==> config.mk <==
export PLATFORM = sky130hd
export DESIGN_NAME = interrupt_flag_enable_bank
export DESIGN_NICKNAME = d
export VERILOG_FILES = /design/src/shared/irq_bank_pkg.sv /design/src/hw/pin_edge_detect.sv /design/src/hw/interrupt_flag_enable_bank.sv
export SDC_FILE = /design/constraint.sdc
export NUM_CORES = 1
export LEC_CHECK = 0
export BUFFER_PORTS_ARGS = -buffer_cell sky130_fd_sc_hd__buf_2
export CORE_MARGIN = 10
export CORE_UTILIZATION = 40
export DETAILED_ROUTE_END_ITERATION = 10
export GPL_TIMING_DRIVEN = 1
export PLACE_DENSITY_LB_ADDON = 0.05
export SLEW_MARGIN = 5
export SYNTH_ARGS = -nofsm -noshare
export SYNTH_HDL_FRONTEND = slang
export SYNTH_SLANG_ARGS = --single-unit
==> constraint.sdc <==
create_clock -name ref_clk_in -period 3 [get_ports ref_clk_in]
set_clock_uncertainty 0.1 [all_clocks]
set_input_delay 0.6 -clock ref_clk_in [delete_from_list [all_inputs] [get_ports ref_clk_in]]
set_output_delay 0.6 -clock ref_clk_in [all_outputs]
set_load 0.02 [all_outputs]
==> src/shared/irq_bank_pkg.sv <==
// Register map, bit layout, source numbers and event carrier of the interrupt bank
//
// Contract
// Edge field: 00 off, 01 rise, 10 fall, 11 both
// Edge fields at 5:4, 3:2, 1:0; 7:6 zero
// Control A bit 0 gates every interrupt
// Control A: protection flags 6..4, enables 3..1
// Control B: pin0, undervoltage, overvoltage 1 flags/enables
// Control C: group, pin2, pin1 flags/enables
// Control D: serial, timebases, low supply flags/enables
// Group A: eeprom, std timer flags/enables
// Source event sets its flag; one means pending
// All implemented bits read/write, zero after reset
// Group B: converter, periodic timer flags/enables
// Disabled flag stays set, raises nothing
// Service clears global enable; flags still set
// Service clears pin and protection flags
// Enabled pending group member sets group flag
// Pins synchronised; chosen edge sets flag
package irq_bank_pkg;

    // Register indices; byte address is index times four
    localparam logic [2:0] REG_EDGE    = 3'h0;
    localparam logic [2:0] REG_CTRL_A  = 3'h1;
    localparam logic [2:0] REG_CTRL_B  = 3'h2;
    localparam logic [2:0] REG_CTRL_C  = 3'h3;
    localparam logic [2:0] REG_CTRL_D  = 3'h4;
    localparam logic [2:0] REG_GROUP_A = 3'h5;
    localparam logic [2:0] REG_GROUP_B = 3'h6;
    localparam int         REG_COUNT   = 7;
    localparam logic [7:0] ADDR_LAST   = 8'h18;

    // Implemented bits per register
    localparam logic [7:0] REG_MASK [0:6] = '{8'h3F, 8'h7F, 8'hFF, 8'hFF, 8'hFF, 8'h77, 8'h77};
    localparam logic [7:0] REG_RESET = 8'h00;

    // Field positions
    localparam int BIT_GLOBAL_EN  = 0;
    localparam int BIT_GROUP0_FLG = 6;
    localparam int BIT_GROUP1_FLG = 7;
    localparam int PIN0_SEL_LSB   = 0;
    localparam int PIN1_SEL_LSB   = 2;
    localparam int PIN2_SEL_LSB   = 4;

    // Edge select codes
    localparam logic [1:0] EDGE_OFF  = 2'h0;
    localparam logic [1:0] EDGE_RISE = 2'h1;
    localparam logic [1:0] EDGE_FALL = 2'h2;
    localparam logic [1:0] EDGE_BOTH = 2'h3;

    // Primary sources, lowest number served first
    localparam int         SRC_COUNT     = 15;
    localparam logic [3:0] SRC_OCP0      = 4'h0;
    localparam logic [3:0] SRC_OVP0      = 4'h2;
    localparam logic [3:0] SRC_OVP1      = 4'h3;
    localparam logic [3:0] SRC_PIN0      = 4'h6;
    localparam logic [3:0] SRC_PIN1      = 4'h7;
    localparam logic [3:0] SRC_PIN2      = 4'h8;
    localparam logic [3:0] SRC_NONE      = 4'hF;

    // One-cycle event pulses from the peripherals
    typedef struct packed {
        logic [1:0] overcurrent;
        logic [1:0] overvoltage;
        logic [1:0] undervoltage;
        logic [1:0] timebase;
        logic       low_supply;
        logic       serial_module;
        logic       eeprom_done;
        logic       std_timer_a;
        logic       std_timer_p;
        logic       periodic_timer_a;
        logic       periodic_timer_p;
        logic       converter_done;
    } irq_events_s;

endpackage : irq_bank_pkg

==> src/hw/pin_edge_detect.sv <==
// Synchroniser and edge selector for one external interrupt pin
`timescale 1ns/1ps
`default_nettype none
module pin_edge_detect (
    // Clock, reset, enable
    input  wire logic       ref_clk_in,
    input  wire logic       rstn_in,
    input  wire logic       ce_in,
    // Pin and edge field
    input  wire logic       pin_in,
    input  wire logic [1:0] sel_in,
    // Chosen edge seen
    output logic            edge_out
);
    logic sync1_reg;
    logic sync2_reg;
    logic prev_reg;

    always_ff @(posedge ref_clk_in or negedge rstn_in) begin
        if (!rstn_in) begin
            sync1_reg <= 1'b0;
            sync2_reg <= 1'b0;
            prev_reg  <= 1'b0;
        end else if (ce_in) begin
            sync1_reg <= pin_in;
            sync2_reg <= sync1_reg;
            prev_reg  <= sync2_reg;
        end
    end

    always_comb begin
        case (sel_in)
            irq_bank_pkg::EDGE_RISE: edge_out = sync2_reg & ~prev_reg;
            irq_bank_pkg::EDGE_FALL: edge_out = ~sync2_reg & prev_reg;
            irq_bank_pkg::EDGE_BOTH: edge_out = sync2_reg ^ prev_reg;
            default:                 edge_out = 1'b0;
        endcase
    end

    edge_off_a: assert property (
        @(posedge ref_clk_in) disable iff (!rstn_in)
        sel_in == irq_bank_pkg::EDGE_OFF |-> !edge_out)
        else $error("edge seen while pin disabled");

    edge_rise_a: assert property (
        @(posedge ref_clk_in) disable iff (!rstn_in)
        sel_in == irq_bank_pkg::EDGE_RISE && edge_out |-> sync2_reg && !prev_reg)
        else $error("rising select fired without rising edge");

endmodule : pin_edge_detect
`default_nettype wire

==> src/hw/interrupt_flag_enable_bank.sv <==
// Interrupt request and enable register bank with APB access and service port
`timescale 1ns/1ps
`default_nettype none
module interrupt_flag_enable_bank (
    // Clock, reset, enable
    input  wire logic                      ref_clk_in,
    input  wire logic                      rstn_in,
    input  wire logic                      ce_in,

    // APB slave
    input  wire logic                      psel_in,
    input  wire logic                      penable_in,
    input  wire logic                      pwrite_in,
    input  wire logic [7:0]                paddr_in,
    input  wire logic [31:0]               pwdata_in,
    input  wire logic [3:0]                pstrb_in,
    output logic [31:0]                    prdata_out,
    output logic                           pready_out,
    output logic                           pslverr_out,

    // Event sources
    input  wire irq_bank_pkg::irq_events_s events_in,
    input  wire logic [2:0]                external_irq_pins_in,

    // Processor core
    input  wire logic                      service_ack_in,
    input  wire logic [3:0]                service_src_in,
    output logic                           irq_out,
    output logic [3:0]                     irq_src_out
);

    // Register storage
    logic [7:0]  regs_reg  [0:6];
    logic [7:0]  regs_next [0:6];
    logic [7:0]  set_vec   [0:6];
    logic [7:0]  clr_vec   [0:6];

    // Bus side
    logic [31:0] prdata_reg;
    logic        pready_reg;
    logic        pslverr_reg;
    logic [2:0]  reg_idx;
    logic        addr_hit;
    logic        setup_phase;
    logic        write_take;

    // Interrupt side
    logic [2:0]  pin_edge;
    logic [14:0] pending;
    logic        group0_req;
    logic        group1_req;
    logic        irq_reg;
    logic [3:0]  irq_src_reg;
    logic [3:0]  src_pick;

    // Pin edge detectors
    pin_edge_detect u_pin0 (
        .ref_clk_in (ref_clk_in),
        .rstn_in    (rstn_in),
        .ce_in      (ce_in),
        .pin_in     (external_irq_pins_in[0]),
        .sel_in     (regs_reg[irq_bank_pkg::REG_EDGE][irq_bank_pkg::PIN0_SEL_LSB +: 2]),
        .edge_out   (pin_edge[0])
    );

    pin_edge_detect u_pin1 (
        .ref_clk_in (ref_clk_in),
        .rstn_in    (rstn_in),
        .ce_in      (ce_in),
        .pin_in     (external_irq_pins_in[1]),
        .sel_in     (regs_reg[irq_bank_pkg::REG_EDGE][irq_bank_pkg::PIN1_SEL_LSB +: 2]),
        .edge_out   (pin_edge[1])
    );

    pin_edge_detect u_pin2 (
        .ref_clk_in (ref_clk_in),
        .rstn_in    (rstn_in),
        .ce_in      (ce_in),
        .pin_in     (external_irq_pins_in[2]),
        .sel_in     (regs_reg[irq_bank_pkg::REG_EDGE][irq_bank_pkg::PIN2_SEL_LSB +: 2]),
        .edge_out   (pin_edge[2])
    );

    // Address decode
    assign reg_idx     = paddr_in[4:2];
    assign setup_phase = psel_in & ~penable_in;

    always_comb begin
        if (paddr_in[1:0] != 2'h0) begin
            addr_hit = 1'b0;
        end else if (paddr_in > irq_bank_pkg::ADDR_LAST) begin
            addr_hit = 1'b0;
        end else begin
            addr_hit = 1'b1;
        end
    end

    // Write takes effect at the access edge, lane 0 only
    assign write_take = psel_in & penable_in & pready_reg & pwrite_in
                      & addr_hit & pstrb_in[0];

    // Group requests: an enabled member is pending
    assign group0_req = |(regs_reg[irq_bank_pkg::REG_GROUP_A][6:4]
                        & regs_reg[irq_bank_pkg::REG_GROUP_A][2:0]);
    assign group1_req = |(regs_reg[irq_bank_pkg::REG_GROUP_B][6:4]
                        & regs_reg[irq_bank_pkg::REG_GROUP_B][2:0]);

    // Hardware set vectors, flag positions per register layout
    always_comb begin
        set_vec[irq_bank_pkg::REG_EDGE]    = 8'h00;
        set_vec[irq_bank_pkg::REG_CTRL_A]  = {1'b0, events_in.overvoltage[0],
                                              events_in.overcurrent, 4'h0};
        set_vec[irq_bank_pkg::REG_CTRL_B]  = {pin_edge[0], events_in.undervoltage,
                                              events_in.overvoltage[1], 4'h0};
        set_vec[irq_bank_pkg::REG_CTRL_C]  = {group1_req, group0_req,
                                              pin_edge[2:1], 4'h0};
        set_vec[irq_bank_pkg::REG_CTRL_D]  = {events_in.serial_module, events_in.timebase,
                                              events_in.low_supply, 4'h0};
        set_vec[irq_bank_pkg::REG_GROUP_A] = {1'b0, events_in.eeprom_done,
                                              events_in.std_timer_a,
                                              events_in.std_timer_p, 4'h0};
        set_vec[irq_bank_pkg::REG_GROUP_B] = {1'b0, events_in.converter_done,
                                              events_in.periodic_timer_a,
                                              events_in.periodic_timer_p, 4'h0};
    end

    // Service clears: global enable always, own flag for pins and protection
    always_comb begin
        for (int i = 0; i < irq_bank_pkg::REG_COUNT; i++) begin
            clr_vec[i] = 8'h00;
        end
        if (service_ack_in) begin
            clr_vec[irq_bank_pkg::REG_CTRL_A][irq_bank_pkg::BIT_GLOBAL_EN] = 1'b1;
            if (service_src_in <= irq_bank_pkg::SRC_OVP0) begin
                clr_vec[irq_bank_pkg::REG_CTRL_A][3'(service_src_in) + 3'h4] = 1'b1;
            end else if (service_src_in <= irq_bank_pkg::SRC_PIN0) begin
                clr_vec[irq_bank_pkg::REG_CTRL_B][3'(service_src_in) + 3'h1] = 1'b1;
            end else if (service_src_in <= irq_bank_pkg::SRC_PIN2) begin
                clr_vec[irq_bank_pkg::REG_CTRL_C][3'(service_src_in) - 3'h3] = 1'b1;
            end
        end
    end

    // Next value: write or hold, then clear, then set; set wins
    always_comb begin
        for (int i = 0; i < irq_bank_pkg::REG_COUNT; i++) begin
            regs_next[i] = ((write_take && reg_idx == 3'(i)) ? pwdata_in[7:0] : regs_reg[i]);
            regs_next[i] = ((regs_next[i] & ~clr_vec[i]) | set_vec[i])
                         & irq_bank_pkg::REG_MASK[i];
        end
    end

    // Register bank
    always_ff @(posedge ref_clk_in or negedge rstn_in) begin
        if (!rstn_in) begin
            for (int i = 0; i < irq_bank_pkg::REG_COUNT; i++) begin
                regs_reg[i] <= irq_bank_pkg::REG_RESET;
            end
        end else if (ce_in) begin
            for (int i = 0; i < irq_bank_pkg::REG_COUNT; i++) begin
                regs_reg[i] <= regs_next[i];
            end
        end
    end

    // APB answer: ready one cycle after setup, data caught in setup
    always_ff @(posedge ref_clk_in or negedge rstn_in) begin
        if (!rstn_in) begin
            pready_reg  <= 1'b0;
            pslverr_reg <= 1'b0;
            prdata_reg  <= 32'h00000000;
        end else if (ce_in) begin
            pready_reg <= setup_phase;
            if (setup_phase) begin
                pslverr_reg <= ~addr_hit;
                if (addr_hit && !pwrite_in) begin
                    prdata_reg <= {24'h000000, regs_reg[reg_idx]};
                end else begin
                    prdata_reg <= 32'h00000000;
                end
            end
        end
    end

    // Pending primary requests, flags upper field against enables below
    assign pending = {regs_reg[irq_bank_pkg::REG_CTRL_D][7:4]
                      & regs_reg[irq_bank_pkg::REG_CTRL_D][3:0],
                      regs_reg[irq_bank_pkg::REG_CTRL_C][7:4]
                      & regs_reg[irq_bank_pkg::REG_CTRL_C][3:0],
                      regs_reg[irq_bank_pkg::REG_CTRL_B][7:4]
                      & regs_reg[irq_bank_pkg::REG_CTRL_B][3:0],
                      regs_reg[irq_bank_pkg::REG_CTRL_A][6:4]
                      & regs_reg[irq_bank_pkg::REG_CTRL_A][3:1]};

    // Lowest numbered pending source
    always_comb begin
        src_pick = irq_bank_pkg::SRC_NONE;
        for (int i = irq_bank_pkg::SRC_COUNT - 1; i >= 0; i--) begin
            if (pending[i]) begin
                src_pick = 4'(i);
            end
        end
    end

    // Interrupt request to the core
    always_ff @(posedge ref_clk_in or negedge rstn_in) begin
        if (!rstn_in) begin
            irq_reg     <= 1'b0;
            irq_src_reg <= irq_bank_pkg::SRC_NONE;
        end else if (ce_in) begin
            irq_reg     <= regs_reg[irq_bank_pkg::REG_CTRL_A][irq_bank_pkg::BIT_GLOBAL_EN]
                         & (|pending);
            irq_src_reg <= src_pick;
        end
    end

    assign prdata_out  = prdata_reg;
    assign pready_out  = pready_reg;
    assign pslverr_out = pslverr_reg;
    assign irq_out     = irq_reg;
    assign irq_src_out = irq_src_reg;

    // Checks
    global_gate_a: assert property (
        @(posedge ref_clk_in) disable iff (!rstn_in)
        ce_in && !regs_reg[irq_bank_pkg::REG_CTRL_A][irq_bank_pkg::BIT_GLOBAL_EN]
        |=> !irq_out)
        else $error("interrupt raised with global enable low");

    masked_flag_a: assert property (
        @(posedge ref_clk_in) disable iff (!rstn_in)
        ce_in && pending == 15'h0000 |=> !irq_out && irq_src_out == irq_bank_pkg::SRC_NONE)
        else $error("interrupt raised with nothing enabled");

    irq_raise_a: assert property (
        @(posedge ref_clk_in) disable iff (!rstn_in)
        ce_in && regs_reg[irq_bank_pkg::REG_CTRL_A][irq_bank_pkg::BIT_GLOBAL_EN]
        && pending[irq_bank_pkg::SRC_PIN0] |=> irq_out)
        else $error("enabled pending pin 0 raised no interrupt");

    service_emi_a: assert property (
        @(posedge ref_clk_in) disable iff (!rstn_in)
        ce_in && service_ack_in
        |=> !regs_reg[irq_bank_pkg::REG_CTRL_A][irq_bank_pkg::BIT_GLOBAL_EN] ##1 !irq_out)
        else $error("service left global enable set");

    service_keep_a: assert property (
        @(posedge ref_clk_in) disable iff (!rstn_in)
        ce_in && service_ack_in && events_in.timebase[0]
        |=> regs_reg[irq_bank_pkg::REG_CTRL_D][5])
        else $error("event during service was lost");

    service_flag_a: assert property (
        @(posedge ref_clk_in) disable iff (!rstn_in)
        ce_in && service_ack_in && service_src_in == irq_bank_pkg::SRC_OVP1
        && !events_in.overvoltage[1] && !write_take
        |=> !regs_reg[irq_bank_pkg::REG_CTRL_B][4])
        else $error("serviced protection flag not cleared");

    event_set_a: assert property (
        @(posedge ref_clk_in) disable iff (!rstn_in)
        ce_in && events_in.overcurrent[1] |=> regs_reg[irq_bank_pkg::REG_CTRL_A][5])
        else $error("overcurrent event did not set its flag");

    pin_flag_a: assert property (
        @(posedge ref_clk_in) disable iff (!rstn_in)
        ce_in && pin_edge[1] |=> regs_reg[irq_bank_pkg::REG_CTRL_C][4])
        else $error("pin 1 edge did not set its flag");

    group_flag_a: assert property (
        @(posedge ref_clk_in) disable iff (!rstn_in)
        ce_in && group1_req |=> regs_reg[irq_bank_pkg::REG_CTRL_C][irq_bank_pkg::BIT_GROUP1_FLG])
        else $error("group 1 member pending without group flag");

    reserved_zero_a: assert property (
        @(posedge ref_clk_in) disable iff (!rstn_in)
        regs_reg[irq_bank_pkg::REG_EDGE][7:6] == 2'h0
        && regs_reg[irq_bank_pkg::REG_CTRL_A][7] == 1'b0)
        else $error("unimplemented bit set");

    group_layout_a: assert property (
        @(posedge ref_clk_in) disable iff (!rstn_in)
        (regs_reg[irq_bank_pkg::REG_GROUP_A] & 8'h88) == 8'h00
        && (regs_reg[irq_bank_pkg::REG_GROUP_B] & 8'h88) == 8'h00)
        else $error("group register reserved bit set");

    write_store_a: assert property (
        @(posedge ref_clk_in) disable iff (!rstn_in)
        ce_in && write_take && reg_idx == irq_bank_pkg::REG_CTRL_D && !service_ack_in
        |=> regs_reg[irq_bank_pkg::REG_CTRL_D][3:0] == $past(pwdata_in[3:0]))
        else $error("enable write not stored");

    apb_ready_a: assert property (
        @(posedge ref_clk_in) disable iff (!rstn_in)
        ce_in && setup_phase ##1 ce_in && psel_in && penable_in |-> pready_out)
        else $error("access phase without ready");

endmodule : interrupt_flag_enable_bank
`default_nettype wire

# Word level (Yosys, flattened, before mapping)
# Index checks and enable logic that the tools add are counted.
[totals] regBits=97 inputBits=74 output_inout_bits=39
[op_classes] addsub=3 n_lt_le_gt_ge=11 eq_ne=15 mux=42 bitwise_logic=43 n_reduce_logical=19
[ops] op="$mux W8" count=9
[ops] op="$mux W4" count=8
[ops] op="$mux W7" count=4
[ops] op="$bmux W8 S3" count=1
[ops] op="$or A8 B8 Y8" count=3
[ops] op="$mux W23" count=1
[ops] op="$or A7 B7 Y7" count=3
[ops] op="$and A8 B8 Y8" count=2
[ops] op="$mux W16" count=1
[ops] op="$not A8 Y8" count=2
[ops] op="$reduce_or A15 Y1" count=1
[ops] op="$and A1 B1 Y1" count=13
[ops] op="$and A4 B4 Y4" count=3
[ops] op="$eq A2 B2 Y1 const B" count=6
[ops] op="$lt A3 B4 Y1 const B" count=3
[ops] op="$mux W3" count=4
[ops] op="$logic_and A1 B1 Y1" count=11
[ops] op="$and A3 B3 Y3" count=3
[ops] op="$demux W1 S3" count=3
[ops] op="$eq A3 B3 Y1 const B" count=3
[ops] op="$ge A3 B1 Y1 const B" count=3
[ops] op="$pmux W1 S3" count=3
[ops] op="$gt A8 B5 Y1 const B" count=1
[ops] op="$not A1 Y1" count=8
[ops] op="other kinds (21)" count=34

# Logic depth before layout (Yosys ltp)
# Gate-level depths: netlist (run 1).
[logic_depth] word_depth=16 ltp_mapped=8 depth_no_buf=7

# Modules after synthesis
# From an unflattened synthesis (run 1), not the netlist that was laid out.
[unflattened] hier_cells=466 area_unflattened_um2=4555.6
[modules_own_cells] module="interrupt_flag_enable_bank" instances=1 cells_per_inst=415 area_each_um2=4056.4 seq_area_each_um2=1606.5
[modules_own_cells] module="pin_edge_detect" instances=3 cells_per_inst=17 area_each_um2=166.4 seq_area_each_um2=75.1

# Worst setup path before layout (run 1)
# Ideal clock, no wire load.
[synth_timing] path_kind="in2reg" from="input paddr_in[5]" to="register regs_reg[16] in the netlist's numbering" arrival_ns=2.413 t_required_ns=2.775 slack_ns=0.362 cell_stages=5 n_path_buf=1 path_cell_list="or3_4 or4_1 buf_6 nor3_4 mux2_2"
[synth_between] elab_chain_cells=8
[synth_lines] item="start: declaration" line="interrupt_flag_enable_bank.sv:14" text="input wire logic [7:0] paddr_in,"
[synth_lines] item="$gt A8 B5 Y1" line="interrupt_flag_enable_bank.sv:91" text="end else if (paddr_in > irq_bank_pkg::ADDR_LAST) begin"
[synth_lines] item="$mux W1" line="interrupt_flag_enable_bank.sv:91"
[synth_lines] item="$mux W1" line="interrupt_flag_enable_bank.sv:89" text="if (paddr_in[1:0] != 2'h0) begin"
[synth_lines] item="$and A1 B1 Y1 (2 in a row)" line="interrupt_flag_enable_bank.sv:100" text="& addr_hit & pstrb_in[0];"
[synth_lines] item="$logic_and A1 B1 Y1" line="interrupt_flag_enable_bank.sv:147" text="regs_next[i] = ((write_take && reg_idx == 3'(i)) ? pwdata_in[7:0] : regs_reg[i]);"
[synth_lines] item="$mux W8" line="interrupt_flag_enable_bank.sv:147"
[synth_lines] item="$or A8 B8 Y8" line="interrupt_flag_enable_bank.sv:148" text="regs_next[i] = ((regs_next[i] & ~clr_vec[i]) | set_vec[i])"
[synth_lines] item="end signal: indexed assignment" line="interrupt_flag_enable_bank.sv:157" text="regs_reg[i] <= irq_bank_pkg::REG_RESET;"
[synth_lines] item="end signal: indexed assignment" line="interrupt_flag_enable_bank.sv:161" text="regs_reg[i] <= regs_next[i];"
[synth_lines] item="end: declaration" line="interrupt_flag_enable_bank.sv:33" text="logic [7:0] regs_reg [0:6];"
# No other way between the ends.
# A chain may end at the register's enable or synchronous reset.

# Final worst setup path (run 1)
[layout_timing] from="input paddr_in[5]" to="register regs_reg[27] in the netlist's numbering"
[layout_between] elab_chain_cells=9
[layout_lines] item="$gt A8 B5 Y1" line="interrupt_flag_enable_bank.sv:91"
[layout_lines] item="$mux W1" line="interrupt_flag_enable_bank.sv:91"
[layout_lines] item="$mux W1" line="interrupt_flag_enable_bank.sv:89"
[layout_lines] item="$and A1 B1 Y1 (2 in a row)" line="interrupt_flag_enable_bank.sv:100"
[layout_lines] item="$logic_and A1 B1 Y1" line="interrupt_flag_enable_bank.sv:147"
[layout_lines] item="$mux W8" line="interrupt_flag_enable_bank.sv:147"
[layout_lines] item="$and A8 B8 Y8" line="interrupt_flag_enable_bank.sv:148"
[layout_lines] item="$or A8 B8 Y8" line="interrupt_flag_enable_bank.sv:148"
# No other way between the ends.

==> metrics.log, run 1 <==
INFO  metric power.leakage = 0.00236 µW
INFO  metric ios = 113
INFO  metric grt_overall_usage = 16.2%
INFO  metric syn-cell-area = 0.00443 mm²
INFO  metric rows = 38
INFO  metric yosys_most_used_dff = dfrtp_1
INFO  metric first_global_vias = 3,611
INFO  metric synth_cells = 465
INFO  metric gate_power_share = 12.6%
INFO  metric synthTopCellsByArea = dfrtp_1, mux2_2, mux2i_1
INFO  metric dp_slack = 0.145 ns
INFO  metric setup_viol = 0
INFO  metric route.detailed.drc = 0
INFO  metric net_switching_fraction_of_the_power = 26.6%
INFO  metric holdCritPathClass = in2async
INFO  metric ys_ff_latch = 73
INFO  metric cts_tree = done
INFO  metric synth_async_sr_flop_share = 100%
INFO  metric rd_place_congestion = 0.864
INFO  metric areaGrowthSynthToFinish = 14.4%
INFO  metric holdBufCountCts = 0
INFO  metric min_period = 2.50 ns
INFO  metric synth_top_area_cell = dfrtp_1
INFO  metric ctsRootBufferMaster = clkbuf_8
INFO  metric design_area = 0.00507 mm²
INFO  metric muxShareOfSynthArea = 13.6%
INFO  metric tightestPinTransition = 0.619 ns
INFO  metric synth_xor_area_share = 0.198%
INFO  metric grt_overflow = 0
INFO  metric post-place-cells = 658
INFO  metric number_of_clock_buffers_inserted_by_tritoncts = 9
INFO  metric fillCellCount = 1,064
INFO  metric timing.final.max_slew_violations = 0
INFO  metric cts.repair_timing.setup_buffer_count = 0
INFO  metric dieWidth = 125 µm
INFO  metric setup_slack = 0.498 ns
INFO  metric slew-limit-headroom = 58.5%
INFO  metric internal_power = 1610 µW
INFO  metric setup.worst_path.end_class = flop
INFO  metric fmax = 400 MHz
INFO  metric die_area = 0.0157 mm²
INFO  metric layout-drive-gt1-share = 24.9%
INFO  metric via_per_inst = 5.59
INFO  metric core = 0.0108 mm²
INFO  metric synth_top_family_by_area = compound AO/OA/AOI/OAI gates
INFO  metric synth_edf_count = 0
INFO  metric power_per_cell_area = 432 mW/mm²
INFO  metric clk-insertion-delay-late = 0.36 ns
INFO  metric drt-initial-drc-count = 238
INFO  metric p_seq_share = 46.9%
INFO  metric routed_wl = 13,100 µm
INFO  metric required = 3.13 ns
INFO  metric cts_resized = 0
INFO  metric critPathArrivalTime = 2.63 ns
INFO  metric final_hold_viol_count = 0
INFO  metric postPlaceCellArea = 0.00484 mm²
INFO  metric worst_r2r_startpoint = pready_out
INFO  metric crit_type = in2reg
INFO  metric critPathMaxFanout = 10
INFO  metric synth_seq_area_share = 41.3%
INFO  metric clock-sinks = 73
INFO  metric ant_nets = 0
INFO  metric worst_setup_path_startpoint = paddr_in[5]
INFO  metric final-instance-count-excl-fill = 674
INFO  metric largest_register_ff_count = 49
INFO  metric grt_max_degree = 38
INFO  metric avgRoutedWirePerCell = 19.5 µm
INFO  metric synth-adder-area-share = 2.54%
INFO  metric worst_ir_drop_vdd = 0.192 mV
INFO  metric clkTransAtPathRegs = 0.08 ns
INFO  metric p_clk_share = 40.5%
INFO  metric vert_die_dim = 125 µm
INFO  metric vias = 3,768
INFO  metric final.period_utilization = 83.4%
INFO  metric synth_compound_area_share = 17.0%
INFO  metric total_switching_power = 584 µW
INFO  metric synthDominantCellAreaShare = 39.0%
INFO  metric portBuffers = 61
INFO  metric grt_pass1_wl = 20,200 µm
INFO  metric synth_simple_gate_area_share = 16.8%
INFO  metric antenna_found_initial = 0
INFO  metric status = complete, no violations
INFO  metric synthesis.area_per_instance = 9.53 µm²
INFO  metric synth-warning-count = 0
INFO  metric ctsHtreeMaxLevel = 3
INFO  metric num-nets-final = 612
INFO  metric initial_core_util = 40.9%
INFO  metric maxCapViolations = 0
INFO  metric place_hpwl = 9970 µm
INFO  metric firstDrtPassIters = 5
INFO  metric critPathLaunchType = input port
INFO  metric insertedDiodeCount = 0
INFO  metric clock_tree.buffer_depth = 2
INFO  metric r2r_cells = 6
INFO  metric unrepaired_setup_endpoints_after_global_routing = false
INFO  metric setup_tns = 0 ns
INFO  metric distinct_cell_type_count_after_synthesis = 61
[layout make-up]
| type | count | area, µm² | share of cell area (%) |
|---|---|---|---|
| inverters | 27 | 101 | 2.00 |
| well taps | 140 | 175 | 3.45 |
| multi-input cells | 343 | 2310 | 45.6 |
| repair buffers | 75 | 423 | 8.34 |
| flip-flops and latches | 73 | 1830 | 36.1 |
| clock buffers | 11 | 151 | 2.99 |
| clock inverters | 5 | 77.6 | 1.53 |
[layout by cell type, fill, tap and decap left out, drive strengths merged, types with 3 or more instances in the layout]
cell type / netlist / final
buf: 29 / 75
dfrtp: 69 / 69
nand2: 61 / 61
o21ai: 43 / 43
inv: 27 / 27
conb: 1 / 24
mux2i: 23 / 23
mux2: 23 / 23
nor2: 16 / 16
a22oi: 13 / 13
nor3: 13 / 13
a21oi: 12 / 12
clkbuf: 16 / 11
nand3: 10 / 10
ha: 9 / 9
o211ai: 8 / 8
nor2b: 8 / 8
nor4: 8 / 8
nand2b: 6 / 6
a31oi: 5 / 5
a22o: 5 / 5
mux4: 5 / 5
a221o: 4 / 4
nand4: 4 / 4
dfstp: 4 / 4
o31ai: 3 / 3
a211oi: 3 / 3
and3: 3 / 3
[power groups by stage]
stage	Combinational (µW)	Clock (µW)	Sequential, µW
finish	277	888	1030
detailed placement	276	0	1050
global route	308	943	1030
CTS	277	909	1030
floorplan	182	0	1050
global placement	273	0	1040
[kinds of logic after synthesis]
kind of cell	count (synthesis)
flip-flops	73
other	1
adder cells (fa/ha/maj)	9
buffers and inverters	72
AND/OR/NAND/NOR	145
AO/OA/AOI/OAI	113
multiplexers	51
XOR/XNOR	1
[critical path: stages]
cell     delay, ns
buf_2         0.10
or3_4         0.40
or4_1         0.56
buf_4         0.21
or3_1         0.50
mux2i_1       0.21
a21oi_1       0.05
[worst paths after layout]
check / to / slack (ns)
worst max-delay path: regs_reg[27] / 0.50
worst max register to register: regs_reg[27] / 0.83
max in group asynchronous: irq_src_out[2] / 1.92
min in group ref_clk_in: regs_reg[21] / 0.33
worst min register to register: prdata_out[5] / 0.37
worst min-delay path: regs_reg[53] / 0.10
[metal layers]
layer / share of wire [%] / up-vias / GRT usage, %
li1: - / 1764 / -
met1: 48 / 1837 / 22.6
met2: 43 / 153 / 23.5
met3: 7.6 / 14 / 5.03
met4: 1.5 / 0 / 4.47
met5: 0 / - / 0
[Yosys cell counts, drive strengths merged (2+ instances only)]
master  number
mux4         5
nor2        16
dfrtp       69
a32oi        2
nand2b       6
a31oi        5
nor2b        8
a221o        4
o311ai       2
and3b        2
a211oi       3
nand2       61
nor3        13
or3          2
nand3b       2
a22oi       13
o211ai       8
nor4         8
or2          2
nand4        4
o32a         2
mux2i       23
o31ai        3
mux2        23
inv         27
and3         3
buf         29
dfstp        4
a21oi       12
nand3       10
o21ai       43
ha           9
a22o         5
clkbuf      16
a21o         2
[metrics by stage]
stage / power (µW) / hold slack (ns) / utilization (%)
after CTS: 2210 / 0.111 / 46.8
after global placement: 1320 / 0.359 / 44.7
after global routing: 2280 / 0.132 / 46.8
final: 2190 / 0.105 / 46.8
after floorplan: 1230 / 0.204 / -
after detailed placement: 1320 / 0.366 / 44.7
No activity file was read; power rests on OpenSTA's default activity.
==> run 2: changes to the inputs <==
Clock period 3 ns to 2.1 ns, I/O delays scaled along.
==> metrics.log, run 2 (synthesis gave the netlist of run 1 again) <==
INFO  metric status = finished, violations left
INFO  metric violated_checks = negative setup slack
INFO  metric worst_r2r_startpoint = pready_out
INFO  metric grt_most_used_layer = met2
INFO  metric grt_overflow = 0
INFO  metric ant_nets = 0
INFO  metric core = 0.0108 mm²
INFO  metric layout.cells.most_common = dfrtp_1
INFO  metric setup_slack = -0.00331 ns
INFO  metric route.detailed.drc = 0
INFO  metric vert_die_dim = 125 µm
INFO  metric first_global_vias = 3,927
INFO  metric initial_core_util = 40.9%
INFO  metric ctsHtreeMaxLevel = 3
INFO  metric setup.worst_path.end_class = flop
INFO  metric grt_max_degree = 74
INFO  metric power_per_cell_area = 551 mW/mm²
INFO  metric clk-insertion-delay-late = 0.36 ns
INFO  metric antenna_found_initial = 0
INFO  metric critPathArrivalTime = 2.25 ns
INFO  metric min_period = 2.10 ns
INFO  metric num-nets-final = 648
INFO  metric ctsRootBufferMaster = clkbuf_8
INFO  metric utilization = 49.5%
INFO  metric areaGrowthSynthToFinish = 21.1%
INFO  metric worst_setup_path_startpoint = paddr_in[5]
INFO  metric met3_usage = 3.97%
INFO  metric clock_tree.buffer_depth = 2
INFO  metric holdCritPathClass = in2reg
INFO  metric place_hpwl = 10,300 µm
INFO  metric r2r_cells = 7
INFO  metric layout.cells.most_common_list = dfrtp_1, nand2_1, buf_2
INFO  metric dieWidth = 125 µm
INFO  metric post-place-cells = 693
INFO  metric critPathMaxFanout = 10
INFO  metric timing.final.max_slew_violations = 0
INFO  metric fillCellCount = 1,055
INFO  metric ios = 113
INFO  metric setup_viol = 2
INFO  metric worst_ir_drop_vdd = 0.353 mV
INFO  metric routed_wl = 13,500 µm
INFO  metric globalRouteMet2Util = 25.5%
INFO  metric slew-limit-headroom = 67.2%
INFO  metric portBuffers = 61
INFO  metric unrepaired_setup_endpoints_after_global_routing = true
INFO  metric clock-sinks = 73
INFO  metric critPathLaunchType = input port
INFO  metric die_area = 0.0157 mm²
INFO  metric largest_register_ff_count = 49
INFO  metric setup.reg_to_reg.worst_slack = 0.12 ns
INFO  metric rd_place_congestion = 0.877
INFO  metric crit_end = regs_reg[8]
INFO  metric final_hold_viol_count = 0
INFO  metric cts.repair_timing.setup_buffer_count = 0
INFO  metric cts_tree = done
INFO  metric grt_pass1_wl = 21,400 µm
INFO  metric insertedDiodeCount = 0
INFO  metric r2r_end = regs_reg[39]
INFO  metric vias = 3,815
INFO  metric clkTransAtPathRegs = 0.08 ns
INFO  metric number_of_clock_buffers_inserted_by_tritoncts = 9
INFO  metric power.leakage = 0.00253 µW
INFO  metric rows = 38
INFO  metric drt-initial-drc-count = 286
INFO  metric maxCapViolations = 0
INFO  metric tightestPinTransition = 0.485 ns
INFO  metric firstDrtPassIters = 5
INFO  metric fmax = 475 MHz
INFO  metric avgRoutedWirePerCell = 19.0 µm
INFO  metric grt_overall_usage = 17.1%
INFO  metric final-instance-count-excl-fill = 710
INFO  metric fin_hold_ws = 0.150 ns
INFO  metric grt.met1_usage = 23.4%
INFO  metric via_per_inst = 5.37
INFO  metric crit_type = in2reg
INFO  metric layout-drive-gt1-share = 30.4%
INFO  metric final.period_utilization = 100%
INFO  metric required = 2.25 ns
[run 2: routing by layer]
metal | up-vias | part of all wire (%)
met5 | - | 0
met4 | 0 | 2.2
met3 | 17 | 5.8
met2 | 118 | 44
met1 | 1837 | 49
li1 | 1843 | -
[run 2: worst max-delay path: stages]
cell	delay (ns)
buf_6	0.09
or3_4	0.39
or4_4	0.64
nor3_2	0.32
mux2_2	0.37
[run 2: where the power goes]
| group | total (µW) | internal (µW) | switching, µW | leakage [µW] |
|---|---|---|---|---|
| registers | 1470 | 1440 | 25.5 | 0.000876 |
| logic | 448 | 167 | 281 | 0.00156 |
| clock network | 1040 | 525 | 519 | 0.0000927 |
[run 2: repair_timing]
action | CTS | global route
setup endpoints to repair | 7 | 17
endpoints found under the hold margin | 69 | 0
gates resized for setup | 2 | 3
hold buffers | 1 | 0
[run 2: how the worst min path moves through the flow]
stage                           startpoint                to  slack, ns  cells past startpoint
after CTS                     events_in[8]      regs_reg[21]       0.13                      3
final                         events_in[8]      regs_reg[21]       0.15                      3
after global routing          events_in[8]      regs_reg[21]       0.16                      3
after global placement    u_pin1.sync1_reg  u_pin1.sync2_reg       0.36                      2
after floorplan                    rstn_in           irq_out       0.02                      0
after detailed placement           rstn_in  u_pin2.sync2_reg       0.37                      2
[run 2: per-stage QoR]
stage	area [µm²]	worst slack [ns]	setup TNS, ns	total power (µW)
final	5370	-0.00331	-0.00434	2960
after global routing	5370	-0.0501	-0.222	3110
after CTS	5350	0.00817	0	2980
after detailed placement	5150	-0.466	-15.20	1940
after global placement	5150	-0.467	-15.12	1930
after floorplan	4540	-0.279	-5.54	1760
[run 2: cell type report]
type	instances	area (µm²)	share of cell area [%]
Clock buffer	14	173	3.22
Clock inverter	2	12.5	0.233
Inverter	27	101	1.89
Multi-Input combinational cell	343	2350	43.7
Sequential cell	73	1830	34.1
Tap cell	140	175	3.26
Timing Repair Buffer	111	729	13.6
==> run 3: changes to the inputs <==
==> constraint.sdc (replaced) <==
create_clock -name ref_clk_in -period 2.1 [get_ports ref_clk_in]
set_clock_uncertainty 0.1 [all_clocks]
set_input_delay 0.21 -clock ref_clk_in [delete_from_list [all_inputs] [get_ports ref_clk_in]]
set_output_delay 0.21 -clock ref_clk_in [all_outputs]
set_load 0.02 [all_outputs]
==> metrics.log, run 3 (synthesis gave the netlist of run 1 again) <==
INFO  metric r2r_cells = 5
INFO  metric cts_tree = done
INFO  metric antenna_found_initial = 0
INFO  metric required = 2.23 ns
INFO  metric layout-drive-gt1-share = 26.8%
INFO  metric r2r_end = regs_reg[25]
INFO  metric worst_ir_drop_vdd = 0.242 mV
INFO  metric status = complete, no violations
INFO  metric crit_path_buf_inv_count = 0
INFO  metric worst_setup_path_startpoint = pready_out
INFO  metric setup.worst_path.end_class = flop
INFO  metric firstDrtPassIters = 4
INFO  metric unrepaired_setup_endpoints_after_global_routing = false
INFO  metric crit_chain = nand2_1 > or4_4 > or3_1 > mux2i_1 > a21oi_1
INFO  metric avgRoutedWirePerCell = 19.0 µm
INFO  metric fillCellCount = 1,054
INFO  metric number_of_clock_buffers_inserted_by_tritoncts = 9
INFO  metric grt_overall_usage = 16.9%
INFO  metric via_per_inst = 5.44
INFO  metric maxCapViolations = 0
INFO  metric area_used_by_multi_input_combinational_logic = 0.00232 mm²
INFO  metric utilization = 49.3%
INFO  metric initial_core_util = 40.9%
INFO  metric ios = 113
INFO  metric power.leakage = 0.00250 µW
INFO  metric die_area = 0.0157 mm²
INFO  metric critPathLaunchType = flop
INFO  metric critPathArrivalTime = 2.13 ns
INFO  metric ctsHtreeMaxLevel = 3
INFO  metric setup.reg_to_reg.worst_slack = 0.1 ns
INFO  metric fmax = 500 MHz
INFO  metric setup_slack = 0.0993 ns
INFO  metric grt_pass1_wl = 21,500 µm
INFO  metric rows = 38
INFO  metric critical-path-top-delay-family = simple AND/OR/NAND/NOR gates
INFO  metric clk-insertion-delay-late = 0.35 ns
INFO  metric power_per_cell_area = 560 mW/mm²
INFO  metric largest_register_ff_count = 49
INFO  metric grt_max_degree = 38
INFO  metric first_global_vias = 3,850
INFO  metric min_period = 2.00 ns
INFO  metric clock_tree.buffer_depth = 2
INFO  metric cp_depth = 5
INFO  metric clkTransAtPathRegs = 0.08 ns
INFO  metric dp_slack = -0.215 ns
INFO  metric slew-limit-headroom = 65.8%
INFO  metric drt-initial-drc-count = 270
INFO  metric timing.final.max_slew_violations = 0
INFO  metric route.detailed.drc = 0
INFO  metric final_hold_viol_count = 0
INFO  metric areaGrowthSynthToFinish = 20.6%
INFO  metric portBuffers = 61
INFO  metric power.total = 2990 µW
INFO  metric ant_nets = 0
INFO  metric sequential_cell_area = 0.00183 mm²
INFO  metric met3_usage = 3.25%
INFO  metric layout.cells.most_common_list = dfrtp_1, nand2_1, buf_2
INFO  metric num-nets-final = 642
INFO  metric grt_overflow = 0
INFO  metric rd_place_congestion = 0.888
INFO  metric crit_end = regs_reg[25]
INFO  metric final.period_utilization = 95.3%
INFO  metric holdCritPathClass = in2reg
INFO  metric routed_wl = 13,400 µm
INFO  metric place_hpwl = 10,200 µm
INFO  metric cp_slowest_stage_delay = 0.60 ns
INFO  metric tightestPinTransition = 0.514 ns
INFO  metric insertedDiodeCount = 0
INFO  metric grt_most_used_layer = met2
INFO  metric setup_viol = 0
INFO  metric critPathMaxFanout = 10
INFO  metric vias = 3,833
INFO  metric vert_die_dim = 125 µm
INFO  metric crit_type = reg2reg
INFO  metric clock-sinks = 73
INFO  metric globalRouteMet2Util = 24.7%
INFO  metric layout.cells.most_common = dfrtp_1
INFO  metric worst_r2r_startpoint = pready_out
INFO  metric core = 0.0108 mm²
INFO  metric ctsRootBufferMaster = clkbuf_8
INFO  metric critPathSlowestCell = or4_4
INFO  metric grt.met1_usage = 24.6%
INFO  metric dieWidth = 125 µm
==> run 3: cell types whose count changed in the layout (fill, tap and decap cells not counted), moves of 2 or more <==
cell | previous run | this run
buf_4 | 47 | 27
dlygate4sd3_1 | 1 | 14
o21ai_0 | 40 | 42
o21ai_1 | 2 | 0
==> run 3: layout make-up <==
type / count / area share (%)
clock buffers: 13 / 3.16
repair buffers: 105 / 13.5
well taps: 140 / 3.28
clock inverters: 3 / 0.421
inverters: 27 / 1.90
multi-input cells: 343 / 43.5
flip-flops and latches: 73 / 34.3
==> run 3: how the worst min path moves through the flow <==
stage / start / end / slack, ns / cells after the start
floorplan: rstn_in / irq_out / -0.19 / 0
global placement: rstn_in / u_pin2.sync1_reg / 0.11 / 1
detailed placement: rstn_in / u_pin2.sync1_reg / 0.12 / 1
CTS: pwdata_in[7] / regs_reg[23] / 0.02 / 2
global route: pwdata_in[7] / regs_reg[23] / 0.04 / 2
finish: pwdata_in[7] / regs_reg[23] / 0.03 / 2
==> run 3: what timing repair did <==
| action | in CTS | in global routing |
|---|---|---|
| resized for setup | 0 | 1 |
| hold buffers | 14 | 0 |
| setup buffers | 0 | 1 |
| endpoints found under the setup margin | 0 | 2 |
| endpoints found under the hold margin | 47 | 0 |
==> run 3: per-layer routing <==
metal | vias to the layer above | routed length (µm)
met5 | - | 0
met4 | 0 | 248
met3 | 17 | 783
met2 | 123 | 5870
met1 | 1868 | 6480
li1 | 1825 | -
==> run 3: worst register-to-register path: stages (launching register included) <==
cell and delay (ns):
dfrtp_1 0.35, nand2_1 0.08, or4_4 0.60, or3_1 0.49, mux2i_1 0.21, a21oi_1 0.05
==> run 3: power breakdown <==
part | switching, µW | internal [µW] | total [µW]
combinational | 281 | 162 | 443
clock | 555 | 532 | 1090
sequential | 23.5 | 1440 | 1460
total | 860 | 2130 | 2990
==> run 3: per-stage QoR <==
step | TNS (ns) | hold WS [ns] | cell area [µm²] | instances
after floorplan | -0.504 | -0.186 | 4540 | 488
after global placement | -4.33 | 0.114 | 5010 | 673
after detailed placement | -4.83 | 0.117 | 5010 | 673
after CTS | 0 | 0.0220 | 5340 | 703
after global routing | 0 | 0.0365 | 5350 | 704
final | 0 | 0.0320 | 5350 | 704
